### src/hw/pwmadt_pkg.sv
// Package: register map, fields, reset values and types of the PWM core
package pwmadt_pkg;
   // Register indices; byte address is four times the index
   localparam logic [7:0] IDX_PERIOD_HIGH = 8'hd1;
   localparam logic [7:0] IDX_PERIOD_LOW = 8'hd9;
   localparam logic [7:0] IDX_DUTY_LOW0 = 8'hda;
   localparam logic [7:0] IDX_DUTY_LOW1 = 8'hdb;
   localparam logic [7:0] IDX_DUTY_LOW2 = 8'hdd;
   localparam logic [7:0] IDX_DUTY_LOW3 = 8'hdc;
   localparam logic [7:0] IDX_DUTY_HIGH0 = 8'hd2;
   localparam logic [7:0] IDX_DUTY_HIGH1 = 8'hd3;
   localparam logic [7:0] IDX_DUTY_HIGH2 = 8'hd5;
   localparam logic [7:0] IDX_DUTY_HIGH3 = 8'hd4;
   localparam logic [7:0] IDX_PWM_CONTROL_ONE = 8'hdf;
   localparam logic [7:0] IDX_DEADTIME_ENABLE = 8'hf9;
   localparam logic [7:0] IDX_DEADTIME_COUNT_LOW = 8'hfa;
   localparam logic [7:0] IDX_TIMED_ACCESS = 8'h80;
   localparam logic [7:0] IDX_RUN_CONTROL = 8'h81;
   localparam logic [7:0] IDX_STATUS = 8'h82;
   // Field positions of the control and dead-time enable registers
   localparam int CTL_MODE_LSB = 6;
   localparam int CTL_TYPE_BIT = 4;
   localparam int CTL_DIV_LSB = 0;
   localparam int DTE_CNT8_BIT = 4;
   // Reset value and write masks
   localparam logic [7:0] RST_REG = 8'h00;
   localparam logic [7:0] DTE_MASK = 8'h1f;
   localparam logic [7:0] HIGH_MASK = 8'h0f;
   // Timed-access unlock keys
   localparam logic [7:0] TA_KEY1 = 8'haa;
   localparam logic [7:0] TA_KEY2 = 8'h55;
   // Output modes
   typedef enum logic [1:0] {
      MODE_INDEP = 2'b00,
      MODE_COMPL = 2'b01,
      MODE_SYNC = 2'b10,
      MODE_RSVD = 2'b11
   } pwmadt_mode_e;
   // Timed-access sequencer states
   typedef enum logic [1:0] {
      TA_IDLE = 2'b00,
      TA_KEYED = 2'b01,
      TA_OPEN = 2'b10
   } pwmadt_ta_e;
   // Decoded configuration carried to the waveform logic
   typedef struct packed {
      pwmadt_mode_e mode;
      logic center;
      logic [2:0] div;
      logic [11:0] period;
      logic [3:0] dt_en;
      logic [8:0] dt_cnt;
   } pwmadt_cfg_s;
   // Captured AHB address phase
   typedef struct packed {
      logic wr;
      logic rd;
      logic [7:0] idx;
   } pwmadt_req_s;
endpackage

### src/hw/pwmadt_core.sv
// PWM core: AHB-Lite registers, period counter, generators, mode stage, dead time
`timescale 1ns/1ps
module pwmadt_core #(
   parameter int NPAIR = 4,
   parameter int CW = 12
) (
   // Clock and reset
   input wire logic hclk,
   input wire logic hresetn,
   // AHB-Lite slave
   input wire logic hsel,
   input wire logic [31:0] haddr,
   input wire logic [1:0] htrans,
   input wire logic hwrite,
   input wire logic [2:0] hsize,
   input wire logic [31:0] hwdata,
   input wire logic hready,
   output logic hreadyout,
   output logic hresp,
   output logic [31:0] hrdata,
   // PWM channel outputs to the half bridges
   output logic [2*NPAIR-1:0] pwm_out
);

   ////////////////////////////////////////////////////////////////////////
   // Register storage
   logic [7:0] period_low_ff;
   logic [7:0] period_high_ff;
   logic [7:0] duty_low_ff [NPAIR];
   logic [7:0] duty_high_ff [NPAIR];
   logic [7:0] pwm_control_one_ff;
   logic [7:0] deadtime_enable_ff;
   logic [7:0] deadtime_count_low_ff;
   logic run_ff;
   pwmadt_pkg::pwmadt_ta_e ta_ff;
   pwmadt_pkg::pwmadt_req_s req_ff;
   logic rd_wait_ff;
   logic [31:0] hrdata_ff;
   pwmadt_pkg::pwmadt_cfg_s cfg;
   logic [CW-1:0] cnt_ff;
   logic down_ff;
   logic [6:0] div_ff;
   logic tick;
   logic [NPAIR-1:0] gen_ff;
   logic [2*NPAIR-1:0] want;
   logic addr_ok;
   logic [7:0] wdat;
   logic prot_ok;
   logic [31:0] nxt_rdata;

   ////////////////////////////////////////////////////////////////////////
   // Bus front end
   // Address phase taken when selected, ready and transfer is NONSEQ/SEQ
   assign addr_ok = hsel && hready && htrans[1];
   assign wdat = hwdata[7:0];
   assign hresp = 1'b0;
   assign hreadyout = ~rd_wait_ff;
   assign hrdata = hrdata_ff;
   // Protected registers accept a write only while the unlock is open
   assign prot_ok = (ta_ff == pwmadt_pkg::TA_OPEN);

   // Capture of the address phase; hsize is always a word here
   always_ff @(posedge hclk or negedge hresetn) begin
      if (!hresetn) begin
         req_ff <= '0;
      end else if (hready) begin
         req_ff.wr <= addr_ok && hwrite;
         req_ff.rd <= addr_ok && !hwrite;
         req_ff.idx <= haddr[9:2];
      end
   end

   // One wait state on reads so the answer follows any earlier write
   always_ff @(posedge hclk or negedge hresetn) begin
      if (!hresetn) begin
         rd_wait_ff <= 1'b0;
      end else begin
         rd_wait_ff <= addr_ok && !hwrite;
      end
   end

   // Read multiplexer; unmapped addresses read as zero
   always_comb begin
      nxt_rdata = 32'h0000_0000;
      unique case (req_ff.idx)
         pwmadt_pkg::IDX_PERIOD_LOW: nxt_rdata[7:0] = period_low_ff;
         pwmadt_pkg::IDX_PERIOD_HIGH: nxt_rdata[7:0] = period_high_ff;
         pwmadt_pkg::IDX_DUTY_LOW0: nxt_rdata[7:0] = duty_low_ff[0];
         pwmadt_pkg::IDX_DUTY_LOW1: nxt_rdata[7:0] = duty_low_ff[1];
         pwmadt_pkg::IDX_DUTY_LOW2: nxt_rdata[7:0] = duty_low_ff[2];
         pwmadt_pkg::IDX_DUTY_LOW3: nxt_rdata[7:0] = duty_low_ff[3];
         pwmadt_pkg::IDX_DUTY_HIGH0: nxt_rdata[7:0] = duty_high_ff[0];
         pwmadt_pkg::IDX_DUTY_HIGH1: nxt_rdata[7:0] = duty_high_ff[1];
         pwmadt_pkg::IDX_DUTY_HIGH2: nxt_rdata[7:0] = duty_high_ff[2];
         pwmadt_pkg::IDX_DUTY_HIGH3: nxt_rdata[7:0] = duty_high_ff[3];
         pwmadt_pkg::IDX_PWM_CONTROL_ONE: nxt_rdata[7:0] = pwm_control_one_ff;
         pwmadt_pkg::IDX_DEADTIME_ENABLE: nxt_rdata[7:0] = deadtime_enable_ff;
         pwmadt_pkg::IDX_DEADTIME_COUNT_LOW: nxt_rdata[7:0] = deadtime_count_low_ff;
         pwmadt_pkg::IDX_RUN_CONTROL: nxt_rdata[0] = run_ff;
         pwmadt_pkg::IDX_STATUS: nxt_rdata[13:0] = {prot_ok, down_ff, cnt_ff};
         default: nxt_rdata = 32'h0000_0000;
      endcase
   end

   // Read data register, loaded in the wait cycle
   always_ff @(posedge hclk or negedge hresetn) begin
      if (!hresetn) begin
         hrdata_ff <= 32'h0000_0000;
      end else if (rd_wait_ff) begin
         hrdata_ff <= nxt_rdata;
      end
   end

   ////////////////////////////////////////////////////////////////////////
   // Register writes in the data phase
   // Unprotected registers
   always_ff @(posedge hclk or negedge hresetn) begin
      if (!hresetn) begin
         period_low_ff <= pwmadt_pkg::RST_REG;
         period_high_ff <= pwmadt_pkg::RST_REG;
         pwm_control_one_ff <= pwmadt_pkg::RST_REG;
         run_ff <= 1'b0;
      end else if (req_ff.wr) begin
         unique case (req_ff.idx)
            pwmadt_pkg::IDX_PERIOD_LOW: period_low_ff <= wdat;
            pwmadt_pkg::IDX_PERIOD_HIGH: period_high_ff <= wdat & pwmadt_pkg::HIGH_MASK;
            pwmadt_pkg::IDX_PWM_CONTROL_ONE: pwm_control_one_ff <= wdat;
            pwmadt_pkg::IDX_RUN_CONTROL: run_ff <= wdat[0];
            default: ;
         endcase
      end
   end

   // Duty registers, one pair per loop step
   for (genvar p = 0; p < NPAIR; p++) begin : g_duty
      localparam logic [7:0] LO_IDX = (p == 0) ? pwmadt_pkg::IDX_DUTY_LOW0 :
         (p == 1) ? pwmadt_pkg::IDX_DUTY_LOW1 :
         (p == 2) ? pwmadt_pkg::IDX_DUTY_LOW2 : pwmadt_pkg::IDX_DUTY_LOW3;
      localparam logic [7:0] HI_IDX = (p == 0) ? pwmadt_pkg::IDX_DUTY_HIGH0 :
         (p == 1) ? pwmadt_pkg::IDX_DUTY_HIGH1 :
         (p == 2) ? pwmadt_pkg::IDX_DUTY_HIGH2 : pwmadt_pkg::IDX_DUTY_HIGH3;
      always_ff @(posedge hclk or negedge hresetn) begin
         if (!hresetn) begin
            duty_low_ff[p] <= pwmadt_pkg::RST_REG;
            duty_high_ff[p] <= pwmadt_pkg::RST_REG;
         end else if (req_ff.wr && req_ff.idx == LO_IDX) begin
            duty_low_ff[p] <= wdat;
         end else if (req_ff.wr && req_ff.idx == HI_IDX) begin
            duty_high_ff[p] <= wdat & pwmadt_pkg::HIGH_MASK;
         end
      end
   end

   // Dead-time registers, writable only through the open unlock
   always_ff @(posedge hclk or negedge hresetn) begin
      if (!hresetn) begin
         deadtime_enable_ff <= pwmadt_pkg::RST_REG;
         deadtime_count_low_ff <= pwmadt_pkg::RST_REG;
      end else if (req_ff.wr && prot_ok) begin
         if (req_ff.idx == pwmadt_pkg::IDX_DEADTIME_ENABLE) begin
            deadtime_enable_ff <= wdat & pwmadt_pkg::DTE_MASK;
         end else if (req_ff.idx == pwmadt_pkg::IDX_DEADTIME_COUNT_LOW) begin
            deadtime_count_low_ff <= wdat;
         end
      end
   end

   // Timed-access sequencer: two keys open the next single write
   always_ff @(posedge hclk or negedge hresetn) begin
      if (!hresetn) begin
         ta_ff <= pwmadt_pkg::TA_IDLE;
      end else if (req_ff.wr) begin
         if (req_ff.idx == pwmadt_pkg::IDX_TIMED_ACCESS && wdat == pwmadt_pkg::TA_KEY1) begin
            ta_ff <= pwmadt_pkg::TA_KEYED;
         end else if (req_ff.idx == pwmadt_pkg::IDX_TIMED_ACCESS && wdat == pwmadt_pkg::TA_KEY2
                      && ta_ff == pwmadt_pkg::TA_KEYED) begin
            ta_ff <= pwmadt_pkg::TA_OPEN;
         end else begin
            ta_ff <= pwmadt_pkg::TA_IDLE;
         end
      end
   end

   ////////////////////////////////////////////////////////////////////////
   // Configuration decode
   always_comb begin
      cfg.mode = pwmadt_pkg::pwmadt_mode_e'(pwm_control_one_ff[pwmadt_pkg::CTL_MODE_LSB +: 2]);
      cfg.center = pwm_control_one_ff[pwmadt_pkg::CTL_TYPE_BIT];
      cfg.div = pwm_control_one_ff[pwmadt_pkg::CTL_DIV_LSB +: 3];
      cfg.period = {period_high_ff[3:0], period_low_ff};
      cfg.dt_en = deadtime_enable_ff[3:0];
      cfg.dt_cnt = {deadtime_enable_ff[pwmadt_pkg::DTE_CNT8_BIT], deadtime_count_low_ff};
   end

   ////////////////////////////////////////////////////////////////////////
   // Prescaler: one tick every 2^div clocks; >= lets a smaller divide act at once
   assign tick = run_ff && (div_ff >= 7'((8'h01 << cfg.div) - 8'h01));

   always_ff @(posedge hclk or negedge hresetn) begin
      if (!hresetn) begin
         div_ff <= 7'h00;
      end else if (!run_ff || tick) begin
         div_ff <= 7'h00;
      end else begin
         div_ff <= div_ff + 7'h01;
      end
   end

   // Period counter, single or dual slope
   always_ff @(posedge hclk or negedge hresetn) begin
      if (!hresetn) begin
         cnt_ff <= '0;
         down_ff <= 1'b0;
      end else if (!run_ff) begin
         cnt_ff <= '0;
         down_ff <= 1'b0;
      end else if (tick) begin
         if (!cfg.center) begin
            down_ff <= 1'b0;
            cnt_ff <= (cnt_ff >= cfg.period) ? '0 : cnt_ff + 1'b1;
         end else if (!down_ff) begin
            if (cnt_ff >= cfg.period) begin
               down_ff <= (cfg.period != '0);
               cnt_ff <= (cfg.period != '0) ? cnt_ff - 1'b1 : '0;
            end else begin
               cnt_ff <= cnt_ff + 1'b1;
            end
         end else begin
            if (cnt_ff == '0 || cnt_ff == CW'(1)) begin
               down_ff <= 1'b0;
            end
            cnt_ff <= (cnt_ff == '0) ? CW'(1) : cnt_ff - 1'b1; // Period one bounces
         end
      end
   end

   ////////////////////////////////////////////////////////////////////////
   // Generators and output stage per pair
   for (genvar p = 0; p < NPAIR; p++) begin : g_pair
      logic [CW-1:0] duty;
      logic [8:0] dt_ff;
      logic busy_ff;
      logic dt_on;
      logic odd_src;
      logic [1:0] want_d_ff;
      logic chg;
      logic hold;
      assign duty = {duty_high_ff[p][3:0], duty_low_ff[p]};

      // Generator: set at zero/down-match, clear at match (clear wins)
      always_ff @(posedge hclk or negedge hresetn) begin
         if (!hresetn) begin
            gen_ff[p] <= 1'b0;
         end else if (!run_ff) begin
            gen_ff[p] <= 1'b0;
         end else if (!cfg.center) begin
            if (cnt_ff == duty) begin
               gen_ff[p] <= 1'b0;
            end else if (cnt_ff == '0) begin
               gen_ff[p] <= 1'b1;
            end
         end else if (cnt_ff == duty) begin
            gen_ff[p] <= down_ff;
         end
      end

      // Mode stage; even output of each pair passes its generator straight through
      always_comb begin
         unique case (cfg.mode)
            pwmadt_pkg::MODE_COMPL: odd_src = ~gen_ff[p];
            pwmadt_pkg::MODE_SYNC: odd_src = gen_ff[p];
            default: odd_src = 1'b1;
         endcase
         want[2*p] = gen_ff[p];
         want[2*p+1] = odd_src;
      end

      // Dead time only in complementary mode with the pair enabled
      assign dt_on = (cfg.mode == pwmadt_pkg::MODE_COMPL) && cfg.dt_en[p];

      // Restart on a change of wanted levels only; a held output must not reload
      assign chg = (want[2*p+1 -: 2] != want_d_ff);
      assign hold = chg || (busy_ff && dt_ff != 9'h000);

      // Previous wanted levels; reset to the idle levels, odd high, even low
      always_ff @(posedge hclk or negedge hresetn) begin
         if (!hresetn) begin
            want_d_ff <= 2'h2;
         end else begin
            want_d_ff <= want[2*p+1 -: 2];
         end
      end

      // Down-counter loaded on a change, counts to zero
      always_ff @(posedge hclk or negedge hresetn) begin
         if (!hresetn) begin
            dt_ff <= 9'h000;
            busy_ff <= 1'b0;
         end else if (!dt_on) begin
            busy_ff <= 1'b0;
            dt_ff <= 9'h000;
         end else if (chg) begin
            busy_ff <= 1'b1;
            dt_ff <= cfg.dt_cnt;
         end else if (busy_ff) begin
            busy_ff <= (dt_ff != 9'h000);
            dt_ff <= (dt_ff != 9'h000) ? dt_ff - 9'h001 : 9'h000;
         end
      end

      // Rising edges held count+1 clocks; falling edges pass at once
      always_ff @(posedge hclk or negedge hresetn) begin
         if (!hresetn) begin
            pwm_out[2*p+1 -: 2] <= 2'h0;
         end else if (dt_on) begin
            pwm_out[2*p] <= want[2*p] & (pwm_out[2*p] | ~hold);
            pwm_out[2*p+1] <= want[2*p+1] & (pwm_out[2*p+1] | ~hold);
         end else begin
            pwm_out[2*p] <= want[2*p];
            pwm_out[2*p+1] <= want[2*p+1];
         end
      end
   end

   // Unused bus inputs kept visible to lint by a harmless reduction
   logic unused_bits;
   assign unused_bits = ^{hsize, haddr[31:10], haddr[1:0], hwdata[31:8]};

endmodule

### config.mk
export PLATFORM = sky130hd
export DESIGN_NAME = pwmadt_core
export DESIGN_NICKNAME = d
export VERILOG_FILES = /design/src/hw/pwmadt_pkg.sv /design/src/hw/pwmadt_core.sv
export SDC_FILE = /design/constraint.sdc
export NUM_CORES = 1
export LEC_CHECK = 0
export CAP_MARGIN = 10
export CORE_UTILIZATION = 30
export CTS_BUF_LIST = sky130_fd_sc_hd__clkbuf_8
export DETAILED_ROUTE_END_ITERATION = 7
export DONT_BUFFER_PORTS = 1
export GPL_TIMING_DRIVEN = 0
export PLACE_DENSITY = 0.46
export SYNTH_ARGS = -nofsm -noshare
export SYNTH_HDL_FRONTEND = slang
export SYNTH_SLANG_ARGS = --single-unit
### constraint.sdc
create_clock -name hclk -period 2.7 [get_ports hclk]
set_input_delay 0.54 -clock hclk [delete_from_list [all_inputs] [get_ports hclk]]
set_output_delay 0.54 -clock hclk [all_outputs]
set_load 0.05 [all_outputs]
== Word level (Yosys, flattened, before mapping) ==
Cells that the tools add are included.
Word-level totals
  register bits: 188
  input port bits: 74
  output and inout bits: 42
  word-level logic and storage cells: 253
Cells by class
  add/sub/neg operators: 8
  $lt $le $gt $ge: 2
  eq/ne operators: 44
  shifts and indexed selects: 1
  mux-type cells: 73
  bitwise logic cells: 30
  reduce and logical (&&, ||, !) cells: 53
Operator list (number)
  $mux W9: 16
  $eq A8 B8 Y1 const B: 17
  $pmux W7 S14: 1
  $mux W12: 8
  $eq A12 B12 Y1: 4
  $reduce_bool A9 Y1: 4
  $sub A9 B1 Y9 const B: 4
  $mux W1: 35
  $reduce_and A2 Y1: 13
  $logic_and A1 B1 Y1: 25
  $ne A3 B2 Y1 const B: 8
  $pmux W1 S15: 1
  $not A1 Y1: 14
  $add A12 B1 Y12 const B: 1
  $eq A12 B1 Y1 const B: 1
  $ge A12 B12 Y1: 1
  $logic_not A12 Y1: 1
  $mux W2: 6
  $ne A3 B1 Y1 const B: 4
  $reduce_bool A12 Y1: 1
  $sub A12 B1 Y12 const B: 1
  $and A1 B1 Y1: 8
  $eq A8 B7 Y1 const B: 1
  $ne A2 B2 Y1: 4
  14 further kinds: 32

== Logic depth before layout (Yosys ltp) ==
  depth in word-level cells: 8
  depth in mapped cells: 11

== Least setup slack after synthesis ==
OpenSTA, ideal clock, no wires.
  kind: reg-to-reg
  start point: reg cnt_ff[0]
  end point: reg cnt_ff[9]
  data arrival time: 2.599 ns
  slack: -0.027 ns
  stages on the path, launching flop included: 12
  path buffers: 2
  clock period less this slack: 2.727 ns
  path through: dfrtp_1 > clkbuf_1 > inv_1 > ha_1 > nor3b_1 > o21ai_0 > and3_1 > a211oi_2 > nor2b_2 > buf_6 > a222oi_1 > nand2_1
Between the ends
  word-level cells in the longest chain between the ends: 7
  elaborated cells on any way between the ends: 12
RTL lines
  from (decl): RTL line pwmadt_core.sv:40  | logic [CW-1:0] cnt_ff;
  from (signal assigned): RTL line pwmadt_core.sv:220  | cnt_ff <= (cnt_ff >= cfg.period) ? '0 : cnt_ff + 1'b1;
  from (signal assigned): RTL line pwmadt_core.sv:224  | cnt_ff <= (cfg.period != '0) ? cnt_ff - 1'b1 : '0;
  from (signal assigned): RTL line pwmadt_core.sv:226  | cnt_ff <= cnt_ff + 1'b1;
  $sub A12 B1 Y12: RTL line pwmadt_core.sv:224, pwmadt_core.sv:232
  $mux W12: RTL line pwmadt_core.sv:224
  $mux W12: RTL line pwmadt_core.sv:222  | if (cnt_ff >= cfg.period) begin
  $mux W12: RTL line pwmadt_core.sv:221  | end else if (!down_ff) begin
  $mux W12 (*): RTL line pwmadt_core.sv:218  | if (!cfg.center) begin
  $mux W12 (*): RTL line pwmadt_core.sv:217  | end else if (tick) begin
  $mux W12 (*): RTL line pwmadt_core.sv:214  | end else if (!run_ff) begin
Every way passes the cells marked *; elsewhere a longest branch is shown, timed or not. The select of a mux whose other input is x is not followed.
A chain may end at the register's enable or synchronous reset.

== Final worst setup path ==
  start point: reg req_ff[2] in the netlist's numbering
  end point: reg duty_low_ff[2] in the netlist's numbering
Between the ends
  word-level cells in the longest chain between the ends: 2
RTL lines
  from (decl): RTL line pwmadt_core.sv:36  | pwmadt_pkg::pwmadt_req_s req_ff;
  $eq A8 B8 Y1: RTL line pwmadt_core.sv:146  | end else if (req_ff.wr && req_ff.idx == LO_IDX) begin
  $logic_and A1 B1 Y1: RTL line pwmadt_core.sv:146
  to (signal, indexed assignment): RTL line pwmadt_core.sv:144  | duty_low_ff[p] <= pwmadt_pkg::RST_REG;
  to (signal, indexed assignment): RTL line pwmadt_core.sv:147  | duty_low_ff[p] <= wdat;
  to (decl): RTL line pwmadt_core.sv:29  | logic [7:0] duty_low_ff [NPAIR];
No other way between the ends.

==> impl_metrics.py <==
metrics = {
    "outcome": {
        "status": "finished, violations left",
        "violations": "DRC, hold timing, setup timing",
    },
    "setup_path": {
        "path_cells": "clkbuf_1, nand2_1, nor4_2, nand2_1, mux2_1",
        "end_kind": "register",
        "slowest_delay_ns": 0.56,
        "crit_path_top_delay_cell": "nor4_2",
        "critical_path.max_fanout": 10,
        "setup.worst_path.start_class": "register",
        "cp.depth": 5,
        "cp_top_family": "simple AND/OR/NAND/NOR gates",
        "startpoint": "req_ff[2]",
        "crit_arrival_ns": 3.13,
        "worstRegToRegCells": 5,
        "worstSetupPathType": "reg2reg",
        "r2r-end": "duty_low_ff[2]",
        "r2r_slack_ns": -0.05,
        "critical_path_required_ns": 3.07,
        "crit_path_frequent_cell": "nand2_1",
        "cp.buffers_inverters": 1,
        "rr_startpoint": "req_ff[2]",
        "crit_path_end": "duty_low_ff[2]",
    },
    "clock_network": {
        "clkTransAtPathRegs_ns": 0.10,
        "htreeDepth": 4,
        "clk_latency_ns": 0.50,
        "cts_root_buf": "clkbuf_8",
        "clockBufferDepth": 2,
        "numCtsBuffers": 17,
        "cts_tree": "built",
        "clock-sinks": 188,
    },
    "logic_synthesis": {
        "syn_area_um2": 10900,
        "synth_area_leader_cell": "dfrtp_1",
        "seq_area_frac_synth_pct": 43.2,
        "avgSynthCellArea_um2": 9.76,
        "synthCells": 1116,
        "synth_top_area_share_pct": 42.3,
        "synth.most_common_cell": "dfrtp_1",
        "synth_commonest_cells": "dfrtp_1, mux2_2, nand2_1",
        "ys_warn_count": 0,
        "synth-seq-cells": 188,
        "ys.flop_type": "dfrtp_1",
        "ys_top_cells_by_area": "dfrtp_1, mux2_2, xnor2_1, ha_1, nand2_1",
        "async_flop_share_pct": 100,
        "synth_edf_count": 0,
        "ys_types": 80,
    },
    "power_and_ir_drop": {
        "p_leak_uw": 0.00507,
        "power_density_nw_per_um2": 600,
        "vdd.ir_drop.worst_uv": 307,
    },
    "sta": {
        "tightest_slew_ns": 0.882,
        "setup_viol": 6,
        "fin_ws_ns": -0.0534,
        "hold_ws_ns": -0.240,
        "slew_violations": 0,
        "finalHoldViolations": 186,
        "period_needed_ns": 2.75,
        "slew_headroom_pct": 41.2,
        "fin_crit_sh_pct": 102,
        "fmax_mhz": 363,
        "fin_skew_ns": 0.0187,
        "rsz0062_at_grt": "yes",
        "setup_tns_ns": -0.161,
    },
    "die": {
        "initial_utilization_pct": 30.6,
        "chipHeight_um": 193,
        "core_um2": 35700,
        "num_rows": 69,
        "pin_count": 116,
        "die-area_um2": 37100,
        "fp.dieW_um": 193,
    },
    "drt": {
        "drt-total-wl_um": 35900,
        "drt_pre_antenna_iters": 7,
        "drtIter0Drc": 718,
        "wl_per_cell_um": 22.0,
        "vias_per_cell": 5.44,
        "drc_errors": 6,
        "num_vias": 8892,
        "ant_nets": 0,
    },
    "global_route": {
        "grt_pass1_vias": 8541,
        "grt_pass1_wl_um": 54300,
        "grt_max_degree": 189,
        "grt_overflow_total": 0,
        "grt_usage_pct": 19.9,
        "antenna_found_initial": 0,
    },
    "place": {
        "dp_cells": 1595,
        "io_buffers": 0,
        "dp_hpwl_um": 24900,
        "finalWeightedCongestion": 0.908,
    },
    "final_layout": {
        "area_growth_syn_to_layout_pct": 11.4,
        "drive_gt1_share_pct": 17.9,
        "nets": 1266,
        "layoutNonFillerInstCount": 1635,
        "antenna_cells": 0,
        "fill_cells": 3695,
    },
    "worst_hold_path": {
        "min_path_type": "in2async",
    },
    "run": {
        "max_cap_violations": 0,
    },
}
## power breakdown
part,internal [µW],leakage [µW],switching (µW)
Clock,970,0.000202,1120
Combinational,688,0.00245,1080
Sequential,3010,0.00242,421
Total,4670,0.00507,2620
## cell usage in the layout, fill, tap and decap left out, types with 16 or more instances in the layout
master,count
clkbuf_8,19
and3_1,17
nand4_1,21
ha_1,30
nand3_1,38
nor3_1,38
dfrtp_1,181
conb_1,19
xnor2_1,57
buf_4,29
o22ai_1,16
nand2_1,83
o21ai_1,30
inv_1,40
nor2_1,83
mux2_2,85
o21ai_0,25
a21oi_1,45
clkbuf_1,28
## per-stage QoR
step | total power (µW) | worst slack (ns) | hold slack (ns) | cell area (µm²) | utilization, %
after floorplan | 4670 | 0.151 | 0.244 | 11000 | -
after global placement | 5140 | -0.684 | 0.267 | 11500 | 32.4
after detailed placement | 5150 | -0.671 | 0.267 | 11500 | 32.4
after CTS | 7300 | -0.00414 | -0.287 | 12000 | 33.7
after global routing | 7670 | -0.104 | -0.299 | 12100 | 34.1
final | 7290 | -0.0534 | -0.240 | 12100 | 34.1
## flip-flops by register name (all words and copies together) (netlist names), 2 cells and up
signal	flops
g_pair.dt_ff	36
duty_low_ff	32
duty_high_ff	16
hrdata	14
cnt_ff	12
req_ff	9
deadtime_count_low_ff	8
g_pair.want_d_ff	8
period_low_ff	8
pwm_control_one_ff	8
pwm_out	8
div_ff	7
deadtime_enable_ff	5
g_pair.busy_ff	4
gen_ff	4
period_high_ff	4
ta_ff	2
## per-layer routing
layer,wire length [µm],GRT usage [%],vias up
met1,16500,27.1,4441
met2,16600,31.0,268
met4,862,6.66,0
met5,0,0,-
li1,-,-,4129
met3,1960,4.31,54
## repair_timing
action / CTS / global route
cloned: 0 / 0
pin swaps: 1 / 2
gates resized for setup: 15 / 31
endpoints found under the setup margin: 31 / 88
hold endpoints to repair: 188 / 188
setup buffers: 1 / 8
## kinds of logic (layout without fill, tap and decap cells)
group,Yosys count,in the layout,synth area share (%)
xor gates and xnor gates,64,64,5.14
and+or+nand+nor,362,362,17.1
DFF,188,188,43.2
AOI/OAI and AO/OA,246,246,15.5
buffers and inverters,124,164,5.13
muxes,101,101,10.4
other,1,19,0.0344
adders and majority gates,30,30,3.44
## final cells by class
cell class,instances,area [µm²],share of cell area [%]
multi-input combinational,822,5770,47.5
timing repair buffer,9,67.6,0.556
clock buffer,19,262,2.15
sequential,188,4710,38.8
buffer,79,422,3.47
clock inverter,12,163,1.34
tap,461,577,4.75
inverter,45,174,1.43
## how the worst min path moves through the flow
stage | to | slack [ns] | depth (start not counted)
floorplan | cnt_ff[0] | 0.24 | 0
global placement | pwm_out[0] | 0.27 | 0
detailed placement | pwm_out[0] | 0.27 | 0
CTS | duty_low_ff[20] | -0.29 | 0
global route | cnt_ff[3] | -0.30 | 0
finish | pwm_out[0] | -0.24 | 0
Power figures use the tool's default switching activity.
